**src/ccdrd_defines.vh**
```
`ifndef CCDRD_DEFINES_VH
`define CCDRD_DEFINES_VH

// Frame geometry
`define CCDRD_COLS_TOTAL      3088
`define CCDRD_ROWS_TOTAL      2056
`define CCDRD_COLS_ACTIVE     3072
`define CCDRD_ROWS_ACTIVE     2048
`define CCDRD_HREG_LEN        3100
`define CCDRD_DARK_LEAD_COLS  6
`define CCDRD_DARK_TRAIL_COLS 10
`define CCDRD_DARK_LEAD_ROWS  4
`define CCDRD_DARK_TRAIL_ROWS 4
`define CCDRD_DUMMY_LEAD      10
`define CCDRD_DUMMY_TRAIL     2
`define CCDRD_SCAVENGE_LINES  2

// Phase timing, core cycles per half phase
`define CCDRD_V_HALF          4
`define CCDRD_H_HALF          2

// Counter widths
`define CCDRD_CW              12
`define CCDRD_TW              4

`endif

```
**src/ccdrd_count.v**
```verilog
`timescale 1ns/1ns
// Wrap counter with terminal flag; shared by pixel and line counting
module ccdrd_count #(
	parameter W   = 12,
	parameter MAX = 12'hFFF
) (
	// Clock and reset
	input  wire         core_clk,
	input  wire         rst,
	// Control
	input  wire         clear,
	input  wire         step,
	// Status
	output reg  [W-1:0] value_reg,
	output wire         last
);
	reg [W-1:0] value_next;

	assign last = (value_reg == MAX);

	always @* begin
		value_next = value_reg;
		if (clear)
			value_next = {W{1'b0}};
		else if (step)
			value_next = last ? {W{1'b0}} : value_reg + {{(W-1){1'b0}}, 1'b1};
	end

	always @(posedge core_clk) begin
		if (rst)
			value_reg <= {W{1'b0}};
		else
			value_reg <= value_next;
	end
endmodule // ccdrd_count

```
**src/ccdrd_seq.v**
```verilog
`timescale 1ns/1ns
`include "ccdrd_defines.vh"
//Contract
//- Dark pixels beside active ones and first two lines are not references.
//- Both vertical phases stay low throughout integration.
//- Line enters horizontal register on vertical two fall, horizontal one held high.
//- Horizontal phases toggle alternately, always complementary.
//- Reset gate pulses only after the pixel output has been sampled.
module ccdrd_seq #(
	parameter ROWS  = `CCDRD_ROWS_TOTAL,
	parameter HLEN  = `CCDRD_HREG_LEN,
	parameter VHALF = `CCDRD_V_HALF,
	parameter HHALF = `CCDRD_H_HALF,
	parameter DW    = 12
) (
	// Clock and reset
	input  wire          core_clk,
	input  wire          rst,
	// User control
	input  wire          frame_start,
	output wire          busy,
	// Sensor phase pins
	output reg           vertical_phase_one,
	output reg           vertical_phase_two,
	output reg           horizontal_phase_one,
	output reg           horizontal_phase_two,
	output reg           reset_gate,
	// Sampled video from external converter
	input  wire [DW-1:0] video_sample,
	// Pixel stream
	output reg  [DW-1:0] pix_data,
	output reg           pix_valid,
	output reg           pix_active,
	output reg           pix_dark_ref,
	output reg           pix_first,
	output reg           line_last
);
	localparam S_IDLE  = 3'h0;
	localparam S_V1    = 3'h1;
	localparam S_V2    = 3'h2;
	localparam S_V2F   = 3'h3;
	localparam S_HHI   = 3'h4;
	localparam S_HLO   = 3'h5;
	localparam S_RST   = 3'h6;

	// Integer forms, cut to counter width below on purpose
	localparam integer HMAX_I   = HLEN - 1;
	localparam integer VMAX_I   = ROWS - 1;
	localparam integer VHMAX_I  = VHALF - 1;
	localparam integer HHMAX_I  = HHALF - 1;
	localparam integer ACT_C0_I = `CCDRD_DUMMY_LEAD + `CCDRD_DARK_LEAD_COLS;
	localparam integer ACT_C1_I = `CCDRD_DUMMY_LEAD + `CCDRD_DARK_LEAD_COLS + `CCDRD_COLS_ACTIVE;
	localparam integer COL_E_I  = `CCDRD_DUMMY_LEAD + `CCDRD_COLS_TOTAL;
	localparam integer ACT_R0_I = `CCDRD_DARK_LEAD_ROWS;
	localparam integer ACT_R1_I = `CCDRD_DARK_LEAD_ROWS + `CCDRD_ROWS_ACTIVE;
	localparam integer SCAV_R_I = `CCDRD_SCAVENGE_LINES;

	localparam [`CCDRD_CW-1:0] HMAX  = HMAX_I[`CCDRD_CW-1:0];
	localparam [`CCDRD_CW-1:0] VMAX  = VMAX_I[`CCDRD_CW-1:0];
	localparam [`CCDRD_TW-1:0] VHMAX = VHMAX_I[`CCDRD_TW-1:0];
	localparam [`CCDRD_TW-1:0] HHMAX = HHMAX_I[`CCDRD_TW-1:0];
	// Column boundaries inside the horizontal register, then row boundaries in the frame
	localparam [`CCDRD_CW-1:0] ACT_C0 = ACT_C0_I[`CCDRD_CW-1:0];
	localparam [`CCDRD_CW-1:0] ACT_C1 = ACT_C1_I[`CCDRD_CW-1:0];
	localparam [`CCDRD_CW-1:0] COL_E  = COL_E_I[`CCDRD_CW-1:0];
	localparam [`CCDRD_CW-1:0] ACT_R0 = ACT_R0_I[`CCDRD_CW-1:0];
	localparam [`CCDRD_CW-1:0] ACT_R1 = ACT_R1_I[`CCDRD_CW-1:0];
	localparam [`CCDRD_CW-1:0] SCAV_R = SCAV_R_I[`CCDRD_CW-1:0];
	localparam [`CCDRD_CW-1:0] ONE    = 12'h001;

	reg  [2:0]            state_reg;
	reg  [2:0]            state_next;
	reg  [`CCDRD_TW-1:0]  tick_reg;
	wire                  tick_clr;
	wire                  vhalf_done = (tick_reg == VHMAX);
	wire                  hhalf_done = (tick_reg == HHMAX);
	wire [`CCDRD_CW-1:0]  col;
	wire [`CCDRD_CW-1:0]  row;
	wire                  col_last;
	wire                  row_last;
	reg                   col_step;
	reg                   row_step;
	wire                  new_frame = (state_reg == S_IDLE) && frame_start;

	assign busy     = (state_reg != S_IDLE);
	assign tick_clr = (state_reg != state_next);

	ccdrd_count #(.W(`CCDRD_CW), .MAX(HMAX)) u_col (
		.core_clk  (core_clk),
		.rst       (rst),
		.clear     (new_frame),
		.step      (col_step),
		.value_reg (col),
		.last      (col_last)
	);

	ccdrd_count #(.W(`CCDRD_CW), .MAX(VMAX)) u_row (
		.core_clk  (core_clk),
		.rst       (rst),
		.clear     (new_frame),
		.step      (row_step),
		.value_reg (row),
		.last      (row_last)
	);

	always @* begin
		state_next = state_reg;
		col_step   = 1'b0;
		row_step   = 1'b0;
		case (state_reg)
			S_IDLE: begin
				if (frame_start)
					state_next = S_V1;
			end
			S_V1: begin
				if (vhalf_done)
					state_next = S_V2;
			end
			S_V2: begin
				if (vhalf_done)
					state_next = S_V2F;
			end
			S_V2F: begin
				// V2 has fallen with H1 high; line now in horizontal register
				if (vhalf_done)
					state_next = S_HLO;
			end
			S_HLO: begin
				if (hhalf_done)
					state_next = S_HHI;
			end
			S_HHI: begin
				// H2 fell on entry, so the packet already sits on the node
				if (hhalf_done)
					state_next = S_RST;
			end
			S_RST: begin
				// Sample taken on entry, reset gate pulses afterwards
				if (hhalf_done) begin
					col_step = 1'b1;
					if (!col_last)
						state_next = S_HLO;
					else begin
						row_step   = 1'b1;
						state_next = row_last ? S_IDLE : S_V1;
					end
				end
			end
			default: state_next = S_IDLE;
		endcase
	end

	always @(posedge core_clk) begin
		if (rst) begin
			state_reg <= S_IDLE;
			tick_reg  <= {`CCDRD_TW{1'b0}};
		end else begin
			state_reg <= state_next;
			tick_reg  <= tick_clr ? {`CCDRD_TW{1'b0}} : tick_reg + {{(`CCDRD_TW-1){1'b0}}, 1'b1};
		end
	end

	// Phase pins registered from next state, so no glitches
	always @(posedge core_clk) begin
		if (rst) begin
			vertical_phase_one   <= 1'b0;
			vertical_phase_two   <= 1'b0;
			horizontal_phase_one <= 1'b1;
			horizontal_phase_two <= 1'b0;
			reset_gate           <= 1'b0;
		end else begin
			vertical_phase_one   <= (state_next == S_V1);
			vertical_phase_two   <= (state_next == S_V2);
			// H1 held high through the vertical transfer and idle
			horizontal_phase_one <= (state_next != S_HLO);
			// Exact complement; its fall ahead of the sample moves the packet
			horizontal_phase_two <= (state_next == S_HLO);
			reset_gate           <= (state_next == S_RST) && (tick_clr == 1'b0) && busy;
		end
	end

	always @(posedge core_clk) begin
		if (rst) begin
			pix_data     <= {DW{1'b0}};
			pix_valid    <= 1'b0;
			pix_active   <= 1'b0;
			pix_dark_ref <= 1'b0;
			pix_first    <= 1'b0;
			line_last    <= 1'b0;
		end else begin
			pix_valid <= (state_reg == S_HHI) && (state_next == S_RST);
			if ((state_reg == S_HHI) && (state_next == S_RST)) begin
				// Inverted so larger charge yields larger code
				pix_data   <= ~video_sample;
				pix_active <= (col >= ACT_C0) && (col < ACT_C1) && (row >= ACT_R0) && (row < ACT_R1);
				// Usable dark: real columns not adjacent to active, past first lines
				pix_dark_ref <= (row >= SCAV_R) && (col >= `CCDRD_DUMMY_LEAD) && (col < COL_E) &&
				                (col != ACT_C0 - ONE) && (col != ACT_C1) &&
				                (row != ACT_R0 - ONE) && (row != ACT_R1) &&
				                !((col >= ACT_C0) && (col < ACT_C1) && (row >= ACT_R0) && (row < ACT_R1));
				pix_first  <= (col == {`CCDRD_CW{1'b0}}) && (row == {`CCDRD_CW{1'b0}});
				line_last  <= col_last;
			end
		end
	end
endmodule // ccdrd_seq

```
**config.mk**
```make
export PLATFORM = sky130hd
export DESIGN_NAME = ccdrd_seq
export DESIGN_NICKNAME = d
export VERILOG_FILES = /design/src/ccdrd_count.v /design/src/ccdrd_seq.v
export VERILOG_INCLUDE_DIRS = /design/src
export SDC_FILE = /design/constraint.sdc
export NUM_CORES = 1
export LEC_CHECK = 0
export BUFFER_PORTS_ARGS = -buffer_cell sky130_fd_sc_hd__buf_2
export CELL_PAD_IN_SITES_DETAIL_PLACEMENT = 1
export CELL_PAD_IN_SITES_GLOBAL_PLACEMENT = 1
export CORE_MARGIN = 2
export CORE_UTILIZATION = 30
export CTS_CLUSTER_DIAMETER = 200
export DETAILED_ROUTE_END_ITERATION = 10
export PLACE_DENSITY_LB_ADDON = 0.08
export SLEW_MARGIN = 0
export SYNTH_ARGS = -nofsm -noshare
export SYNTH_HDL_FRONTEND = slang
export SYNTH_SLANG_ARGS = --single-unit
```
**constraint.sdc**
```tcl
create_clock -name core_clk -period 2.44 [get_ports core_clk]
set_input_delay 0.244 -clock core_clk [delete_from_list [all_inputs] [get_ports core_clk]]
set_output_delay 0.244 -clock core_clk [all_outputs]
set_load 0.02 [all_outputs]
```
==> flow_metrics.py, run 1 <==
metrics = {
    "drt": {
        "first_iter_violations": 53,
        "drc": 0,
        "viasPerCell": 4.97,
        "ant_nets": 0,
        "vias": 2123,
        "wl_per_cell_um": 14.3,
        "routed_wl_um": 6110,
        "drt_first_pass_iters": 4,
    },
    "yosys": {
        "synthFlopType": "dfxtp_1",
        "synth-edff-count": 0,
        "synth-xor-area-share": 0.0678,
        "syn_inst": 281,
        "ys_seq_elements": 53,
        "synth_top_family_by_area": "simple AND/OR/NAND/NOR gates",
        "async_reset_ff_frac": 0,
        "yosys.area.top_type_share": 0.432,
        "synth_fp_nets": 304,
        "synth_area_um2": 2450,
        "synth_compound_area_frac": 0.132,
        "yosys_warnings": 0,
        "yosys.area_share.simple": 0.290,
        "synth-seq-area-share": 0.432,
        "yosys-mux-area-fraction": 0.00816,
        "yosysTopAreaCell": "dfxtp_1",
        "synth_fa_ha_area_frac": 0.0408,
        "ys_types": 47,
        "synth_area_leaders": "dfxtp_1 (43%), nor2_1 (6.4%), xor2_1 (4.3%)",
        "postSynthAreaPerCell_um2": 8.73,
    },
    "timing": {
        "setup_viol": 0,
        "tightest_slew_ps": 606,
        "setup_slack_ps": 235,
        "report.final.slew_viol_count": 0,
        "finalHoldViolations": 0,
        "fin_skew_ps": 5.76,
        "period_minus_slack_ps": 2200,
        "fin_setup_tns_ps": 0,
        "rsz0062_at_grt": "no",
        "relSlewSlack": 0.592,
        "fmax_mhz": 454,
        "period_share": 0.903,
    },
    "die": {
        "design.die.area_um2": 8920,
        "die_h_um": 94.4,
        "die-width_um": 94.4,
        "ios": 38,
        "start_util": 0.314,
        "fp.coreArea_um2": 7810,
        "std_cell_rows": 32,
    },
    "clocking": {
        "cts_tree": "built",
        "holdBufCountCts": 0,
        "cts.repair.resized": 0,
        "root_buffer": "clkbuf_8",
        "cts_made_buffers": 5,
        "cts_sinks": 53,
        "cts-htree-levels": 2,
        "clk_latency_ps": 300,
        "clkTransAtPathRegs_ps": 100,
        "post-cts-setup-buffers": 0,
        "clock_path_buffers": 2,
    },
    "finish": {
        "drive_gt1_frac": 0.206,
        "antennaDiodeCount": 0,
        "nFillCells": 938,
        "nNetsFinal": 347,
        "final-instance-count-excl-fill": 427,
        "ff_latch_area_um2": 1060,
        "multiInputGateArea_um2": 1320,
        "final_area_um2": 2930,
        "syn_to_final_growth_pct": 19.5,
    },
    "global_routing": {
        "grt_pass1_wl_um": 10200,
        "antenna_found_initial": 0,
        "grt_start_max_net_pins": 18,
        "overflow": 0,
        "grt_pass1_vias": 2058,
        "track_usage": 0.145,
    },
    "setup_path": {
        "cp-start-kind": "register",
        "crit_fanout": 11,
        "crit_required_ps": 2680,
        "path_class": "register to register",
        "cp.arrival_ps": 2450,
        "endpoint_kind": "register",
    },
    "job": {
        "cap_violations": 0,
    },
    "place": {
        "dpl_cell_area_um2": 2800,
        "post-place-ws_ps": 231,
        "post-dp-hpwl_um": 4630,
        "place.gp.congestion": 0.746,
        "port_buffers": 37,
        "numPlacedInstances": 419,
    },
    "power_and_ir_drop": {
        "leakagePower_nw": 1.15,
        "ir_drop_mv": 0.197,
        "p_per_area_nw_per_um2": 575,
    },
    "status": {
        "status": "complete, no violations",
    },
    "min_path": {
        "hold_path.class": "primary input to register",
    },
}
where the power goes:
part / switching, mW / leakage, nW / internal (mW)
Clock: 0.304 / 0.0681 / 0.408
Combinational: 0.0579 / 0.653 / 0.0353
Sequential: 0.00952 / 0.428 / 0.872
Total: 0.372 / 1.15 / 1.32
metal layers:
layer | wire (µm) | GRT usage | share of wire
met1 | 3020 | 0.196 | 0.50
met2 | 2760 | 0.233 | 0.45
met3 | 229 | 0.0231 | 0.037
met4 | 97 | 0.0507 | 0.016
met5 | 0 | 0 | 0
per-stage QoR:
step | power [mW] | util | hold WS [ps]
floorplan | 0.957 | - | 340
global placement | 0.997 | 0.358 | 424
detailed placement | 0.996 | 0.358 | 432
CTS | 1.72 | 0.376 | 93.0
global route | 1.77 | 0.376 | 88.3
finish | 1.69 | 0.376 | 104
placed cells by master (no fill, tap or decap), drive strengths merged, types with 3 or more instances in the layout:
master and instances:
a211oi 13, a21oi 12, and3 8, buf 47, clkbuf 5, dfxtp 53
ha 8, inv 7, nand2 24, nand3 10, nand4 10, nor2 44
nor3 10, nor3b 4, nor4 5, o21ai 8, or3 4, or4 3
xnor2 7, xor2 12
final cells by class:
| type | count | share of cell area |
|---|---|---|
| inverter | 7 | 0.00896 |
| clock inverter | 3 | 0.0222 |
| clock buffer | 5 | 0.0235 |
| tap | 102 | 0.0435 |
| sequential | 53 | 0.362 |
| multi-input combinational | 210 | 0.451 |
| timing repair buffer | 47 | 0.0887 |
cell families after synthesis:
kind of cell	Yosys count
AO/OA/AOI/OAI	47
XOR/XNOR	19
adder cells (fa/ha/maj)	8
buffers and inverters	18
flip-flops	53
multiplexers	2
AND/OR/NAND/NOR	134
synthesized netlist by cell type, types with 3 or more instances:
| cell type | instances |
|---|---|
| xor2_1 | 12 |
| and3_1 | 8 |
| clkbuf_1 | 8 |
| nor3_1 | 10 |
| dfxtp_1 | 53 |
| nor3b_1 | 3 |
| nand2_1 | 24 |
| xnor2_1 | 7 |
| nand4_1 | 10 |
| nor2_1 | 42 |
| nand3_1 | 10 |
| a211oi_1 | 13 |
| inv_1 | 7 |
| o21ai_0 | 6 |
| or3_1 | 4 |
| a21oi_1 | 12 |
| ha_1 | 8 |
worst paths after layout:
check | slack [ps] | to | depth (start not counted) | startpoint
worst max-delay path | 240 | u_row.value_reg[11] | 6 | u_col.value_reg[9]
worst min-delay path | 100 | pix_data[11] | 2 | video_sample[11]
worst max register to register | 240 | u_row.value_reg[11] | 6 | u_col.value_reg[9]
worst min register to register | 470 | pix_first | 2 | pix_first
worst max-delay path, stage by stage, from the launching register on:
cell and delay (ps):
dfxtp_1 350, or4_4 560, nor4_2 260, buf_4 220, nand4_1 240, or3_1 380
a21oi_1 140
(Power assumes the default switching activity.)
==> run 2: changes to the inputs <==
--- a/config.mk
+++ b/config.mk
@@ -14,6 +14,7 @@
 export CTS_CLUSTER_DIAMETER = 200
 export DETAILED_ROUTE_END_ITERATION = 10
 export PLACE_DENSITY_LB_ADDON = 0.08
+export REMOVE_ABC_BUFFERS = 1
 export SLEW_MARGIN = 0
 export SYNTH_ARGS = -nofsm -noshare
 export SYNTH_HDL_FRONTEND = slang
==> flow_metrics.py, run 2 (synthesis gave the netlist of run 1 again) <==
metrics = {
    "status": {
        "status": "complete, no violations",
    },
    "timing": {
        "setup_viol": 0,
        "period_share": 0.923,
        "fin_setup_tns_ps": 0,
        "rsz0062_at_grt": "no",
        "finalHoldViolations": 0,
        "report.final.slew_viol_count": 0,
        "hold_ws_ps": 86.6,
        "period_minus_slack_ps": 2250,
        "relSlewSlack": 0.585,
        "tightest_slew_ps": 616,
        "fin_skew_ps": 11.1,
        "setup_slack_ps": 188,
        "fmax_mhz": 444,
    },
    "finish": {
        "mostFrequentLayoutCell": "dfxtp_1",
        "final_area_um2": 2890,
        "nNetsFinal": 346,
        "final_cell_mix": "dfxtp_1 (53), nor2_1 (41), buf_2 (37), nand2_1 (24), a211oi_1 (13)",
        "antennaDiodeCount": 0,
        "syn_to_final_growth_pct": 17.6,
        "drive_gt1_frac": 0.204,
    },
    "power_and_ir_drop": {
        "p_per_area_nw_per_um2": 520,
        "leakagePower_nw": 1.12,
        "ir_drop_mv": 0.212,
    },
    "setup_path": {
        "endpoint_kind": "register",
        "cp-start-kind": "register",
        "cp.arrival_ps": 2510,
        "critPathSlowestCell": "or4_4",
        "crit_required_ps": 2690,
        "cp-startpoint": "u_col.value_reg[9]",
        "rrSetupSlack_ps": 190,
        "worst_r2r_path_depth": 6,
        "crit_fanout": 11,
        "crit_chain": "or4_4 > nor4_2 > buf_4 > nand4_1 > or3_1 > a21oi_1",
        "path_class": "register to register",
        "crit_path_max_incr_delay_ps": 560,
        "worstReg2RegStart": "u_col.value_reg[9]",
    },
    "drt": {
        "ant_nets": 0,
        "drc": 0,
        "drt_first_pass_iters": 4,
        "routed_wl_um": 6090,
        "vias": 2089,
        "viasPerCell": 4.90,
        "wl_per_cell_um": 14.3,
        "first_iter_violations": 31,
    },
    "clocking": {
        "post-cts-setup-buffers": 0,
        "cts_tree": "built",
        "cts.repair.resized": 0,
        "cts_sinks": 53,
        "clkTransAtPathRegs_ps": 110,
        "cts_made_buffers": 5,
        "root_buffer": "clkbuf_8",
        "clock_path_buffers": 2,
        "clk_latency_ps": 310,
        "cts-htree-levels": 2,
        "holdBufCountCts": 0,
    },
    "die": {
        "die_h_um": 94.4,
        "std_cell_rows": 32,
        "die-width_um": 94.4,
        "fp.coreArea_um2": 7810,
        "design.die.area_um2": 8920,
        "start_util": 0.314,
        "ios": 38,
    },
    "global_routing": {
        "grt_start_max_net_pins": 25,
        "grt_pass1_wl_um": 10100,
        "track_usage": 0.143,
        "overflow": 0,
        "antenna_found_initial": 0,
        "grt_pass1_vias": 2070,
    },
    "min_path": {
        "min_delay_path_depth": 2,
        "hold_path.class": "primary input to register",
        "min-delay-start": "video_sample[7]",
    },
    "place": {
        "dpl_cell_area_um2": 2790,
        "post-dp-hpwl_um": 4610,
        "post-place-ws_ps": 174,
        "place.gp.congestion": 0.753,
        "port_buffers": 37,
    },
    "job": {
        "cap_violations": 0,
    },
}
[run 2: cell count changes in the layout (fill, tap and decap cells not counted), sizes merged]
cell      before  now
inv            7    8
buf           47   46
bufinv         2    0
clkinvlp       0    1
[run 2: area by class of cell]
class / instances / area, µm²
clock buffer: 5 / 68.8
clock inverter: 3 / 25.0
fill: 966 / 4920
inverter: 7 / 26.3
multi-input combinational: 210 / 1320
sequential: 53 / 1060
tap: 102 / 128
timing repair buffer: 46 / 253
[run 2: stage by stage]
stage,total power [mW],std cells,util
4_1_cts,1.53,426,0.370
3_3_place_gp,0.996,418,0.358
5_1_grt,1.58,426,0.370
6_report,1.50,426,0.370
3_5_place_dp,0.997,418,0.358
2_1_floorplan,0.950,270,-
[run 2: power by group]
part	total, mW	leakage (nW)	switching (mW)	internal, mW
logic	0.0942	0.648	0.0589	0.0353
clock network	0.524	0.0447	0.316	0.208
registers	0.882	0.428	0.00903	0.873
[run 2: critical path, delay by kind of cell, from the launching register on]
| kind | cells | cell delay [ps] |
|---|---|---|
| flops | 1 | 350 |
| compound gates | 1 | 140 |
| buf+inv | 1 | 230 |
| simple gates | 4 | 1480 |
[run 2: layer usage]
metal  track usage  share of wire
met4        0.0435          0.011
met5             0              0
met3        0.0287          0.033
met2         0.233           0.44
met1         0.190           0.51
[run 2: path summary, 6_finish.rpt]
check | to
setup / recovery | u_row.value_reg[7]
hold reg to reg | pix_first
hold / removal | pix_data[7]
setup reg to reg | u_row.value_reg[7]
==> run 3: changes to the inputs <==
--- a/config.mk
+++ b/config.mk
@@ -15,6 +15,7 @@
 export DETAILED_ROUTE_END_ITERATION = 10
 export PLACE_DENSITY_LB_ADDON = 0.08
 export REMOVE_ABC_BUFFERS = 1
+export SETUP_SLACK_MARGIN = 0.3
 export SLEW_MARGIN = 0
 export SYNTH_ARGS = -nofsm -noshare
 export SYNTH_HDL_FRONTEND = slang
==> flow_metrics.py, run 3 (synthesis gave the netlist of run 1 again) <==
metrics = {
    "timing": {
        "fin_setup_tns_ps": 0,
        "setup_slack_ps": 373,
        "finalHoldViolations": 0,
        "rsz0062_at_grt": "yes",
        "period_minus_slack_ps": 2070,
        "period_share": 0.847,
        "tightest_slew_ps": 579,
        "relSlewSlack": 0.610,
        "hold_ws_ps": 86.9,
        "fmax_mhz": 484,
        "setup_viol": 0,
        "fin_skew_ps": 9.51,
        "report.final.slew_viol_count": 0,
    },
    "setup_path": {
        "crit_required_ps": 2650,
        "crit_fanout": 4,
        "path_class": "register to register",
        "cp.arrival_ps": 2280,
        "endpoint_kind": "register",
        "cp-start-kind": "register",
    },
    "finish": {
        "drive_gt1_frac": 0.258,
        "final_cell_mix": "dfxtp_1 (48), nor2_1 (41), buf_2 (37), nand2_1 (24), buf_4 (15)",
        "nNetsFinal": 352,
        "final-instance-count-excl-fill": 432,
        "syn_to_final_growth_pct": 21.8,
        "final_area_um2": 2990,
        "mostFrequentLayoutCell": "dfxtp_1",
        "antennaDiodeCount": 0,
    },
    "drt": {
        "routed_wl_um": 6240,
        "vias": 2129,
        "drt_first_pass_iters": 4,
        "viasPerCell": 4.93,
        "wl_per_cell_um": 14.4,
        "drc": 0,
        "first_iter_violations": 49,
        "ant_nets": 0,
    },
    "die": {
        "die-width_um": 94.4,
        "design.die.area_um2": 8920,
        "std_cell_rows": 32,
        "die_h_um": 94.4,
        "start_util": 0.314,
        "fp.coreArea_um2": 7810,
        "ios": 38,
    },
    "clocking": {
        "cts_sinks": 53,
        "clkTransAtPathRegs_ps": 110,
        "cts-htree-levels": 2,
        "cts_made_buffers": 5,
        "holdBufCountCts": 0,
        "clock_path_buffers": 2,
        "root_buffer": "clkbuf_8",
        "clk_latency_ps": 310,
        "cts_tree": "built",
    },
    "place": {
        "port_buffers": 37,
        "post-place-ws_ps": 174,
        "dpl_cell_area_um2": 2790,
        "place.gp.congestion": 0.753,
        "numPlacedInstances": 418,
        "post-dp-hpwl_um": 4610,
    },
    "global_routing": {
        "grt_start_max_net_pins": 25,
        "track_usage": 0.145,
        "antenna_found_initial": 0,
        "overflow": 0,
        "grt_pass1_wl_um": 10300,
        "grt_pass1_vias": 2083,
    },
    "min_path": {
        "hold_path.class": "primary input to register",
    },
    "job": {
        "cap_violations": 0,
    },
    "power_and_ir_drop": {
        "leakagePower_nw": 1.15,
        "p_per_area_nw_per_um2": 504,
        "ir_drop_mv": 0.212,
    },
    "status": {
        "status": "complete, no violations",
    },
}
==> run 3: cell count changes in the layout (fill, tap and decap cells not counted), sizes merged <==
cell / delta
buf: +6
==> run 3: where the power goes <==
group          total, mW  leakage [nW]  internal [mW]  switching (mW)
clock network      0.524        0.0447          0.208           0.316
logic             0.0982         0.677         0.0368          0.0615
registers          0.882         0.430          0.873         0.00917
==> run 3: per-stage QoR <==
stage                     power, mW  utilization
after floorplan               0.950            -
after global placement        0.996        0.358
after detailed placement      0.997        0.358
after CTS                      1.53        0.374
after global routing           1.58        0.383
final                          1.50        0.383
==> run 3: routing by layer <==
layer	share of wire	global-route usage	up-vias
met1	0.50	0.194	1000
met5	0	0	-
met3	0.038	0.0287	7
met4	0.016	0.0483	0
met2	0.44	0.236	33
li1	-	-	1089
==> run 3: path summary, 6_finish.rpt <==
kind	from	end	slack, ps	depth (start not counted)
hold / removal	video_sample[7]	pix_data[7]	90	2
hold reg to reg	tick_reg[0]	tick_reg[0]	450	1
setup reg to reg	u_col.value_reg[6]	pix_dark_ref	370	5
setup / recovery	u_col.value_reg[6]	pix_dark_ref	370	5
==> run 3: cell type report <==
cell class / instances / area [µm²]
flip-flops and latches: 53 / 1070
well taps: 102 / 128
multi-input cells: 210 / 1380
repair buffers: 52 / 298
clock inverters: 3 / 25.0
clock buffers: 5 / 68.8
inverters: 7 / 26.3
fillers: 966 / 4820
==> run 3: repair_timing <==
action / 4_1_cts / 5_1_grt
gates resized for setup: 4 / 11
setup buffers: 3 / 3
setup endpoints to repair: 11 / 29
pin swaps: 5 / 2
==> run 3: worst max-delay path, cell delays in order, from the launching register on <==
cell and delay, ps:
dfxtp_2 340, or4_4 570, or3_4 340, and3_1 190, o41a_1 330, a41o_1 190
